`src/common/wdpr_regs.vh`:
```
// Register map, field positions, reset values and timing counts of the watchdog block.
`ifndef WDPR_REGS_VH
`define WDPR_REGS_VH

// Special function register addresses.
`define WDPR_ADDR_WDOG_CTRL 8'h8F
`define WDPR_ADDR_POWER_CTRL 8'h87

// Watchdog control fields.
`define WDPR_WC_RUN_ENABLE 7
`define WDPR_WC_CLEAR_BIT 6
`define WDPR_WC_IDLE_RUN 5
`define WDPR_WC_SEL_HI 2
`define WDPR_WC_SEL_LO 0
`define WDPR_WC_RESET 8'h00

// Power control fields.
`define WDPR_PC_POWER_OFF 4
`define WDPR_PC_GEN_FLAG1 3
`define WDPR_PC_GEN_FLAG0 2
`define WDPR_PC_POWERDOWN 1
`define WDPR_PC_IDLE 0
`define WDPR_PC_RESET 8'h00

// Prescaler select codes, named by the division ratio.
`define WDPR_PS_DIV2 3'h0
`define WDPR_PS_DIV4 3'h2
`define WDPR_PS_DIV8 3'h1
`define WDPR_PS_DIV16 3'h3
`define WDPR_PS_DIV32 3'h4
`define WDPR_PS_DIV64 3'h5
`define WDPR_PS_DIV128 3'h6
`define WDPR_PS_DIV256 3'h7

// Clock and machine cycle timing.
`define WDPR_CLK_NS 100
`define WDPR_MC_NS 1200
`define WDPR_OSC_PER_MC (`WDPR_MC_NS / `WDPR_CLK_NS)
`define WDPR_STATES_PER_MC 3'h6
`define WDPR_LAST_STATE 3'h5

// Reset pin is sampled in state five, second phase.
`define WDPR_SAMPLE_STATE 3'h4
`define WDPR_SAMPLE_PHASE 1'h1

// Machine cycles of internal reset after a watchdog time-out.
`define WDPR_WDT_RST_MC 2'h2

// Watchdog counter width and terminal value.
`define WDPR_CNT_W 14
`define WDPR_CNT_LAST 14'h3FFF

`endif

```
`src/wdpr_reset_filter.v`:
```
// Reset pin sampler and glitch filter.
`timescale 1ns/100ps
`default_nettype none

module wdpr_reset_filter (
    input wire mclk_in,
    input wire rst_in,
    input wire sample_en_in,
    input wire pin_in,
    output reg reset_out
);

    reg s1_q;

    // A reset is taken only after two successive high samples, one per
    // machine cycle, so a glitch caught by a single sample is ignored.
    always @(posedge mclk_in) begin
        if (rst_in) begin
            s1_q <= 1'b0;
            reset_out <= 1'b0;
        end else if (sample_en_in) begin
            s1_q <= pin_in;
            reset_out <= pin_in & s1_q;
        end
    end

endmodule // wdpr_reset_filter

`default_nettype wire

```
`src/wdpr_top.v`:
```
// Watchdog timer with power management and reset control.
`timescale 1ns/100ps
`default_nettype none
`include "wdpr_regs.vh"

////////////////////////////////////////////////////////////////////////////////
// What this block does
// - Divider chain with selectable output, stepping only while counting is allowed.
// - Enabled time-out forces a system reset.
// - Any reset leaves the watchdog disabled.
// - Control register at 8FH, bit 7 enables.
// - Bit 6 clears counter and prescaler, self-clears.
// - Clear takes effect on next instruction cycle.
// - Bit 5 keeps watchdog running in idle.
// - Three select bits choose ratio 2 to 256.
// - Time-out is osc period times 2^14, ratio, 12.
// - Every reset clears the watchdog counter.
// - Input clock is divided by two internally.
// - Idle stops processor clock; interrupt or reset exits.
// - Power-down stops all clocks; only reset exits.
// - Reset pin high two machine cycles, sampled once.
// - Reset clears power control except power-off flag.
// - Short glitches on reset pin are ignored.
// - Power-off flag in bit 4, set at power-on.
module wdpr_top (
    input wire mclk_in,
    input wire rst_in,
    input wire reset_pin_in,
    input wire irq_in,
    input wire [7:0] sfr_addr_in,
    input wire [7:0] sfr_wdata_in,
    input wire sfr_wr_in,
    output reg [7:0] sfr_rdata_out,
    output reg sys_reset_out,
    output reg cpu_clk_en_out,
    output reg periph_clk_en_out,
    output reg osc_run_out,
    output reg idle_out,
    output reg powerdown_out,
    output reg wdt_timeout_out
);

    ////////////////////////////////////////////////////////////////////////////
    // Clock division and machine cycle timing.

    reg phase_q;
    reg [2:0] state_q;
    wire mc_tick;
    wire sample_en;

    // The oscillator is halved first so that its duty cycle is irrelevant.
    always @(posedge mclk_in) begin
        if (rst_in) begin
            phase_q <= 1'b0;
        end else begin
            phase_q <= ~phase_q;
        end
    end

    // Six states make one machine cycle; each state lasts two phases.
    always @(posedge mclk_in) begin
        if (rst_in) begin
            state_q <= 3'h0;
        end else if (phase_q) begin
            if (state_q == `WDPR_LAST_STATE) begin
                state_q <= 3'h0;
            end else begin
                state_q <= state_q + 3'h1;
            end
        end
    end

    // One machine cycle is six states of two phases, twelve oscillator periods;
    // mc_tick marks its last phase, where counts and the clear bit move.
    assign mc_tick = phase_q & (state_q == `WDPR_LAST_STATE);
    assign sample_en = (phase_q == `WDPR_SAMPLE_PHASE) &
        (state_q == `WDPR_SAMPLE_STATE);

    ////////////////////////////////////////////////////////////////////////////
    // Reset sources.

    wire pin_reset;
    reg [1:0] wdt_hold_q;
    reg wdt_fire_q;
    wire wdt_reset;
    wire any_reset;

    // The pin is looked at only once per machine cycle, in the fifth state.
    wdpr_reset_filter u_reset_filter (
        .mclk_in(mclk_in),
        .rst_in(rst_in),
        .sample_en_in(sample_en),
        .pin_in(reset_pin_in),
        .reset_out(pin_reset)
    );

    // The watchdog reset covers the fire pulse and the hold that follows it;
    // with the pin reset it clears both control registers but the power-off flag.
    assign wdt_reset = wdt_fire_q | (wdt_hold_q != 2'h0);
    assign any_reset = rst_in | pin_reset | wdt_reset;

    ////////////////////////////////////////////////////////////////////////////
    // Register writes.

    reg wc_run_en_q;
    reg wc_clear_q;
    reg wc_idle_run_q;
    reg [2:0] wc_sel_q;
    reg pc_pof_q;
    reg pc_gf1_q;
    reg pc_gf0_q;
    reg pc_pd_q;
    reg pc_idle_q;
    wire wr_wc;
    wire wr_pc;

    // Writes are decoded on the full address; other addresses are ignored.
    assign wr_wc = sfr_wr_in & (sfr_addr_in == `WDPR_ADDR_WDOG_CTRL);
    assign wr_pc = sfr_wr_in & (sfr_addr_in == `WDPR_ADDR_POWER_CTRL);

    // Every reset source returns the watchdog control to all zero.
    always @(posedge mclk_in) begin
        if (any_reset) begin
            wc_run_en_q <= 1'b0;
            wc_idle_run_q <= 1'b0;
            wc_sel_q <= 3'h0;
        end else if (wr_wc) begin
            wc_run_en_q <= sfr_wdata_in[`WDPR_WC_RUN_ENABLE];
            wc_idle_run_q <= sfr_wdata_in[`WDPR_WC_IDLE_RUN];
            wc_sel_q <= sfr_wdata_in[`WDPR_WC_SEL_HI:`WDPR_WC_SEL_LO];
        end
    end

    // The clear bit stays up until the end of the current machine cycle, so
    // the prescaler and counter are zeroed on the same edge that drops it.
    // A fresh write of one wins over the self-clear in the same cycle.
    always @(posedge mclk_in) begin
        if (any_reset) begin
            wc_clear_q <= 1'b0;
        end else if (wr_wc & sfr_wdata_in[`WDPR_WC_CLEAR_BIT]) begin
            wc_clear_q <= 1'b1;
        end else if (mc_tick) begin
            wc_clear_q <= 1'b0;
        end
    end

    // Power control: only the power-on reset sets the power-off flag; the
    // pin and watchdog resets clear the rest of the register.
    always @(posedge mclk_in) begin
        if (rst_in) begin
            pc_pof_q <= 1'b1;
        end else if (wr_pc & ~sfr_wdata_in[`WDPR_PC_POWER_OFF]) begin
            pc_pof_q <= 1'b0;
        end
    end

    // General flags and power-down follow software writes.
    always @(posedge mclk_in) begin
        if (any_reset) begin
            pc_gf1_q <= 1'b0;
            pc_gf0_q <= 1'b0;
            pc_pd_q <= 1'b0;
        end else if (wr_pc) begin
            pc_gf1_q <= sfr_wdata_in[`WDPR_PC_GEN_FLAG1];
            pc_gf0_q <= sfr_wdata_in[`WDPR_PC_GEN_FLAG0];
            pc_pd_q <= sfr_wdata_in[`WDPR_PC_POWERDOWN];
        end
    end

    // An interrupt ends idle, even against a write in the same cycle.
    always @(posedge mclk_in) begin
        if (any_reset) begin
            pc_idle_q <= 1'b0;
        end else if (irq_in) begin
            pc_idle_q <= 1'b0;
        end else if (wr_pc) begin
            pc_idle_q <= sfr_wdata_in[`WDPR_PC_IDLE];
        end
    end

    ////////////////////////////////////////////////////////////////////////////
    // Register reads.

    wire [7:0] wc_read;
    wire [7:0] pc_read;

    assign wc_read = {wc_run_en_q, wc_clear_q, wc_idle_run_q, 2'b00, wc_sel_q};
    assign pc_read = {3'b000, pc_pof_q, pc_gf1_q, pc_gf0_q, pc_pd_q, pc_idle_q};

    // Read data follows the address one clock later; unmapped reads give zero.
    // Unused bits of both registers read as zero.
    always @(posedge mclk_in) begin
        if (rst_in) begin
            sfr_rdata_out <= 8'h00;
        end else begin
            case (sfr_addr_in)
                `WDPR_ADDR_WDOG_CTRL: begin
                    sfr_rdata_out <= wc_read;
                end
                `WDPR_ADDR_POWER_CTRL: begin
                    sfr_rdata_out <= pc_read;
                end
                default: begin
                    sfr_rdata_out <= 8'h00;
                end
            endcase
        end
    end

    ////////////////////////////////////////////////////////////////////////////
    // Watchdog prescaler and counter.

    reg [7:0] pre_q;
    reg [7:0] pre_last;
    reg [`WDPR_CNT_W-1:0] cnt_q;
    wire wdt_run;
    wire pre_tick;
    wire cnt_done;

    // Select code to terminal prescaler count, ratio minus one.
    // Every three-bit code is in the table; the last ratio is the default.
    always @* begin
        case (wc_sel_q)
            `WDPR_PS_DIV2: begin
                pre_last = 8'h01;
            end
            `WDPR_PS_DIV4: begin
                pre_last = 8'h03;
            end
            `WDPR_PS_DIV8: begin
                pre_last = 8'h07;
            end
            `WDPR_PS_DIV16: begin
                pre_last = 8'h0F;
            end
            `WDPR_PS_DIV32: begin
                pre_last = 8'h1F;
            end
            `WDPR_PS_DIV64: begin
                pre_last = 8'h3F;
            end
            `WDPR_PS_DIV128: begin
                pre_last = 8'h7F;
            end
            default: begin
                pre_last = 8'hFF;
            end
        endcase
    end

    // Counting needs the enable, no power-down, and idle only with idle-run.
    assign wdt_run = wc_run_en_q & ~pc_pd_q & (~pc_idle_q | wc_idle_run_q);
    assign pre_tick = wdt_run & mc_tick & (pre_q >= pre_last);
    assign cnt_done = pre_tick & (cnt_q == `WDPR_CNT_LAST);

    // The prescaler steps once per machine cycle while counting is allowed.
    always @(posedge mclk_in) begin
        if (any_reset) begin
            pre_q <= 8'h00;
        end else if (wc_clear_q & mc_tick) begin
            pre_q <= 8'h00;
        end else if (pre_tick) begin
            pre_q <= 8'h00;
        end else if (wdt_run & mc_tick) begin
            pre_q <= pre_q + 8'h01;
        end
    end

    // Period is 12 x ratio x 2^14 oscillator periods; the counter wraps to
    // zero at the time-out edge and is then held clear by the reset.
    always @(posedge mclk_in) begin
        if (any_reset) begin
            cnt_q <= {`WDPR_CNT_W{1'b0}};
        end else if (wc_clear_q & mc_tick) begin
            cnt_q <= {`WDPR_CNT_W{1'b0}};
        end else if (pre_tick) begin
            cnt_q <= cnt_q + 14'h0001;
        end
    end

    // A time-out raises a one-cycle fire pulse that starts the internal reset.
    always @(posedge mclk_in) begin
        if (rst_in | pin_reset) begin
            wdt_fire_q <= 1'b0;
        end else if (wdt_fire_q) begin
            wdt_fire_q <= 1'b0;
        end else if (cnt_done & wc_run_en_q & ~wc_clear_q) begin
            wdt_fire_q <= 1'b1;
        end
    end

    // The internal reset then lasts until two more machine cycles have ended.
    always @(posedge mclk_in) begin
        if (rst_in | pin_reset) begin
            wdt_hold_q <= 2'h0;
        end else if (wdt_fire_q) begin
            wdt_hold_q <= `WDPR_WDT_RST_MC;
        end else if (mc_tick && wdt_hold_q != 2'h0) begin
            wdt_hold_q <= wdt_hold_q - 2'h1;
        end
    end

    ////////////////////////////////////////////////////////////////////////////
    // Outputs: clock enables, mode flags and the system reset.

    // The system reset and the time-out pulse.
    always @(posedge mclk_in) begin
        if (rst_in) begin
            sys_reset_out <= 1'b1;
            wdt_timeout_out <= 1'b0;
        end else begin
            sys_reset_out <= any_reset;
            wdt_timeout_out <= wdt_fire_q;
        end
    end

    // Clock enables: the processor stops in idle, everything in power-down.
    always @(posedge mclk_in) begin
        if (rst_in) begin
            cpu_clk_en_out <= 1'b0;
            periph_clk_en_out <= 1'b0;
            osc_run_out <= 1'b1;
        end else begin
            cpu_clk_en_out <= phase_q & ~pc_idle_q & ~pc_pd_q;
            periph_clk_en_out <= phase_q & ~pc_pd_q;
            osc_run_out <= ~pc_pd_q;
        end
    end

    // Mode flags seen by the core.
    always @(posedge mclk_in) begin
        if (rst_in) begin
            idle_out <= 1'b0;
            powerdown_out <= 1'b0;
        end else begin
            idle_out <= pc_idle_q;
            powerdown_out <= pc_pd_q;
        end
    end

endmodule // wdpr_top

`default_nettype wire
```
`config.mk`:
```
export PLATFORM = sky130hd
export DESIGN_NAME = wdpr_top
export DESIGN_NICKNAME = d
export VERILOG_FILES = /design/src/wdpr_reset_filter.v /design/src/wdpr_top.v
export VERILOG_INCLUDE_DIRS = /design/src /design/src/common
export SDC_FILE = /design/constraint.sdc
export NUM_CORES = 1
export LEC_CHECK = 0
export BUFFER_PORTS_ARGS = -buffer_cell sky130_fd_sc_hd__buf_2
export CAP_MARGIN = 20
export CORE_UTILIZATION = 56
export CTS_CLUSTER_SIZE = 40
export DETAILED_ROUTE_END_ITERATION = 6
export PLACE_DENSITY = 0.87
export SETUP_SLACK_MARGIN = 0.15
export SLEW_MARGIN = 10
export SYNTH_ARGS = -nofsm -noshare
export SYNTH_HDL_FRONTEND = slang
export SYNTH_SLANG_ARGS = --single-unit
```
`constraint.sdc`:
```
create_clock -name mclk_in -period 3 [get_ports mclk_in]
set_input_delay 0.45 -clock mclk_in [delete_from_list [all_inputs] [get_ports mclk_in]]
set_output_delay 0.45 -clock mclk_in [all_outputs]
set_load 0.03 [all_outputs]
```
# After elaboration in Yosys (flattened, before gate mapping)
# Index checks and enable logic that the tools add are counted.
# word_totals
register_bits	57
latchBits	0
ram_bits	0
romBits	0
in_bits	21
output_inout_bits	15
elab_cells	86
mem_count	0
# classes
addsub	4
n_mul	0
div	0
order_cmp	1
n_eq_ne	11
shift	0
mux	8
bitwise	27
reduce_logical	9
# op_table
cell	n
$pmux 8 s7	1
$and 1x1->1	18
$eq 8x8->1 const B	2
$pmux 8 s2	1
$eq 3x3->1 const B	5
$add 14x1->14 const B	1
$eq 14x14->1 const B	1
$add 8x1->8 const B	1
$ge 8x8->1	1
$eq 3x2->1 const B	2
$reduce_bool 2->1	3
$reduce_or 2->1	3
$not 1->1	5
$mux 2	2
$or 1x1->1	4
$add 3x1->3 const B	1
$eq 3x1->1 const B	1
$logic_not 3->1	1
$mux 1	3
$mux 3	1
$reduce_or 3->1	1
$sub 2x1->2 const B	1
$logic_and 1x1->1	1

# Longest topological paths before layout
# logic_depth
word_depth	9
depth_mapped	10
mapped_depth_nobuf	7

# Modules after synthesis
# A second synthesis with hierarchy kept.
# unflattened
hier_cells	256
hier_area_um2	2413.6
# by_module_without_submodules
mod	instances	cells_per_inst	area_per_inst_um2	seq_area_each_um2
wdpr_top	1	249	2339.7	1101.1
wdpr_reset_filter	1	7	73.8	40.0

# Least setup slack after synthesis
# Ideal clock, no wire load.
# synth_path
path_type	register to register
start	register wc_sel_q[2]
end	register cnt_q[1]
setup_ns	0.128
arrival_ns	2.033
required_time_ns	2.872
setup_slack_ns	0.839
stages_incl_launch_ff	11
n_path_buf	3
synth_period_minus_slack_ns	2.161
path_cell_list	dfxtp_1 > clkbuf_1 > nand3_1 > ha_1 > a21oi_1 > nand3_1 > a22oi_2 > buf_6 > buf_2 > mux2i_1 > nor2_1
# synth_via
elab_chain_len	4
elab_cells_between_ends	10
classes_between	order compare (1); eq/ne (6); mux (1); bitwise (1); reduce/logical (1)
# synth_rtl
element	line_no	text
start: declaration	wdpr_top.v:108	reg [2:0] wc_sel_q;
start signal: assignment	wdpr_top.v:130	wc_sel_q <= sfr_wdata_in[`WDPR_WC_SEL_HI:`WDPR_WC_SEL_LO];
$eq 3x3->1 (tied with other cells)	wdpr_top.v:223	case (wc_sel_q)
$pmux 8 s7 (*)	wdpr_top.v:223	
$ge 8x8->1 (*)	wdpr_top.v:253	assign pre_tick = wdt_run & mc_tick & (pre_q >= pre_last);
$and 1x1->1 (*)	wdpr_top.v:253	
end signal: assignment	wdpr_top.v:273	cnt_q <= {`WDPR_CNT_W{1'b0}};
end signal: assignment	wdpr_top.v:275	cnt_q <= {`WDPR_CNT_W{1'b0}};
end signal: assignment	wdpr_top.v:277	cnt_q <= cnt_q + 14'h0001;
end: declaration	wdpr_top.v:215	reg [`WDPR_CNT_W-1:0] cnt_q;
# Mark *: on every way between the ends. The rest lies on a longest branch, timed or not.
# A chain may end at the register's enable or synchronous reset.

# Worst setup path after layout
# layout_path
start	register wc_sel_q[2]
end	register pre_q[5]
# layout_via
elab_chain_len	5
elab_cells_between_ends	11
classes_between	order compare (1); eq/ne (6); mux (1); bitwise (1); reduce/logical (2)
# layout_rtl
element	line_no	text
$eq 3x3->1 (tied with other cells)	wdpr_top.v:223	
$pmux 8 s7 (*)	wdpr_top.v:223	
$ge 8x8->1 (*)	wdpr_top.v:253	
$and 1x1->1 (*)	wdpr_top.v:253	
$reduce_or 3->1 (no line) (*)	-	
end signal: assignment	wdpr_top.v:265	pre_q <= pre_q + 8'h01;
end: declaration	wdpr_top.v:213	reg [7:0] pre_q;
# Marked as above.

==> flow_summary.json <==
{
  "ant_nets": 0,
  "async_flop_share": 0,
  "crit_required_ps": 3270,
  "n_antenna_cell": 0,
  "yosysMostFrequentCell": "dfxtp_1",
  "total_power_uw": 1610,
  "hp-start": "irq_in",
  "start_kind": "flip-flop",
  "cts_tree": "done",
  "firstDrtPassIters": 4,
  "grt.overflow.total": 0,
  "synth_fp_nets": 294,
  "vias": 1968,
  "wl_um": 4770,
  "drive_above_1_share": 0.193,
  "fin_setup_tns_ps": 0,
  "hold_viol_final": 0,
  "synthCells": 263,
  "synth_area_leader_cell": "dfxtp_1",
  "maxCapViolCount": 0,
  "holdBufCountCts": 0,
  "insertion_delay_ps": 340,
  "routed_via_density": 5.54,
  "syn_avg_cell_area_um2": 9.33,
  "route.detailed.drc": 0,
  "cts_buffers": 9,
  "die_h_um": 68.2,
  "fmax_ghz": 0.389,
  "leakagePower_uw": 0.00119,
  "grt_max_degree": 29,
  "clkSinkCount": 57,
  "hp-class": "input port to flip-flop",
  "synthFlopType": "dfxtp_1",
  "synth_edf_count": 0,
  "slew-limit-headroom": 0.377,
  "ctsResizeCount": 0,
  "startpoint": "wc_sel_q[2]",
  "finalMaxSlewViolations": 0,
  "worst_pin_slew_ps": 935,
  "gp_congestion": 0.749,
  "drtIter0Drc": 71,
  "ios": 36,
  "rows": 23,
  "worstReg2RegStart": "wc_sel_q[2]",
  "ys_types": 41,
  "port_buffers": 35,
  "clock_path_buffers": 2,
  "die_area_um2": 4650,
  "finalSetupViolations": 0,
  "seq_area_frac_synth": 0.465,
  "nets": 331,
  "syn_to_final_growth_pct": 17.1,
  "powerDensity_nw_per_um2": 559,
  "grt_usage": 0.230,
  "path_clk_slew_ps": 60,
  "die_x_um": 68.2,
  "yosys-top-cells-area": "dfxtp_1, mux2i_1, ha_1, nor2_1, a21oi_1",
  "grt_pass1_wl_um": 7570,
  "crit_fanout": 28,
  "final_util": 0.698,
  "peakVddDrop_v": 0.000527,
  "rsz0062_at_grt": "no",
  "cts_setup_buffers": 0,
  "endpoint_kind": "flip-flop",
  "core-area_um2": 4120,
  "grt_pass1_vias": 1796,
  "ys_warn_count": 0,
  "clock_skew_ps": 5.99,
  "fin_crit_ps": 2570,
  "outcome": "completed",
  "arrival_ps": 2840,
  "initial_core_util": 0.597,
  "netlist_top_cells_count": "dfxtp_1, nor2_1, a21oi_1",
  "fin_crit_sh": 0.856,
  "netlist.area_leader.share": 0.465,
  "finalNonFillerCells": 355,
  "synthesis.area_um2": 2450,
  "ctsHtreeMaxLevel": 3,
  "post_drt_wl_per_cell_um": 13.4,
  "dp.cells": 339,
  "cts_root_buf": "clkbuf_8",
  "dpl.hpwl_um": 3350,
  "antenna_found_initial": 0,
  "crit_type": "flip-flop to flip-flop",
  "yosys_register_bits": 57
}
==> per-layer routing <==
layer  routed length, µm  vias up  part of all wire  track usage
li1                    -     1012                 -            -
met1                2150      894              0.45        0.247
met2                2250       49              0.47        0.382
met3                 255       13             0.053       0.0917
met4                 112        0             0.023        0.125
met5                   0        -                 0            0
==> through the flow <==
stage                     instance area [µm²]  setup slack [ps]  hold slack (ps)
after floorplan                          2450               839              417
after global placement                   2650               558              429
after detailed placement                 2650               436              436
after CTS                                2870               420              264
after global routing                     2870               225              274
final                                    2870               432              284
==> power breakdown <==
part	internal, µW	total, µW	leakage (µW)	switching, µW
registers	763	769	0.000460	6.44
logic	20.3	47.8	0.000616	27.6
clock network	489	790	0.000113	301
total	1270	1610	0.00119	335
==> state kept, by name, summed over array words and instances (netlist names), 2 cells and up <==
signal and cells:
cnt_q 14, wc_sel_q 3, sfr_rdata_out 8, state_q 3, wdt_hold_q 2, pre_q 8
==> final cells by class <==
class	instances	area [µm²]
tap	50	62.6
fill	326	1240
sequential	57	1140
clock inverter	5	78.8
timing repair buffer	36	183
inverter	9	33.8
clock buffer	11	141
multi-input combinational	187	1230
==> final timing paths <==
check | cells past startpoint | end | slack, ps
setup / recovery | 7 | pre_q[5] | 430
hold / removal | 2 | pc_idle_q | 280
setup reg to reg | 7 | pre_q[5] | 430
hold reg to reg | 1 | pc_pof_q | 450
==> kinds of logic (layout without fill, tap and decap cells) <==
kind of cell | count (synthesis) | in the layout | share of synthesized area
and+or+nand+nor | 111 | 111 | 0.261
DFF | 57 | 57 | 0.465
AOI/OAI and AO/OA | 41 | 41 | 0.0933
buffers and inverters | 19 | 61 | 0.0326
muxes | 16 | 16 | 0.0652
adders and majority gates | 10 | 10 | 0.0510
xor gates and xnor gates | 9 | 9 | 0.0321
==> worst max-delay path, stage by stage, from the launching register on <==
cell and delay [ps]:
dfxtp_1 470, nand3_1 120, ha_1 340, a21oi_1 150, nand3_1 100, a22oi_2 780
or2b_1 400, nor2_1 150
==> layout by cell type (no fill, tap or decap), types with 2 or more instances in the layout <==
cell	instances
dfxtp_1	57
buf_2	35
nor2_1	29
a21oi_1	20
mux2i_1	16
o21ai_0	14
nand2_1	14
nand3_1	12
ha_1	10
clkbuf_8	10
inv_1	9
nand4_1	6
and3_1	6
or3_1	6
xor2_1	6
nor3_1	5
nor2b_1	5
and4_1	4
o31ai_1	3
or4_1	3
or3_2	3
xnor2_1	3
nor3b_1	3
nand2b_1	2
nor4_1	2
or4b_1	2
bufinv_16	2
clkinv_2	2
No activity file was read; power rests on OpenSTA's default activity.
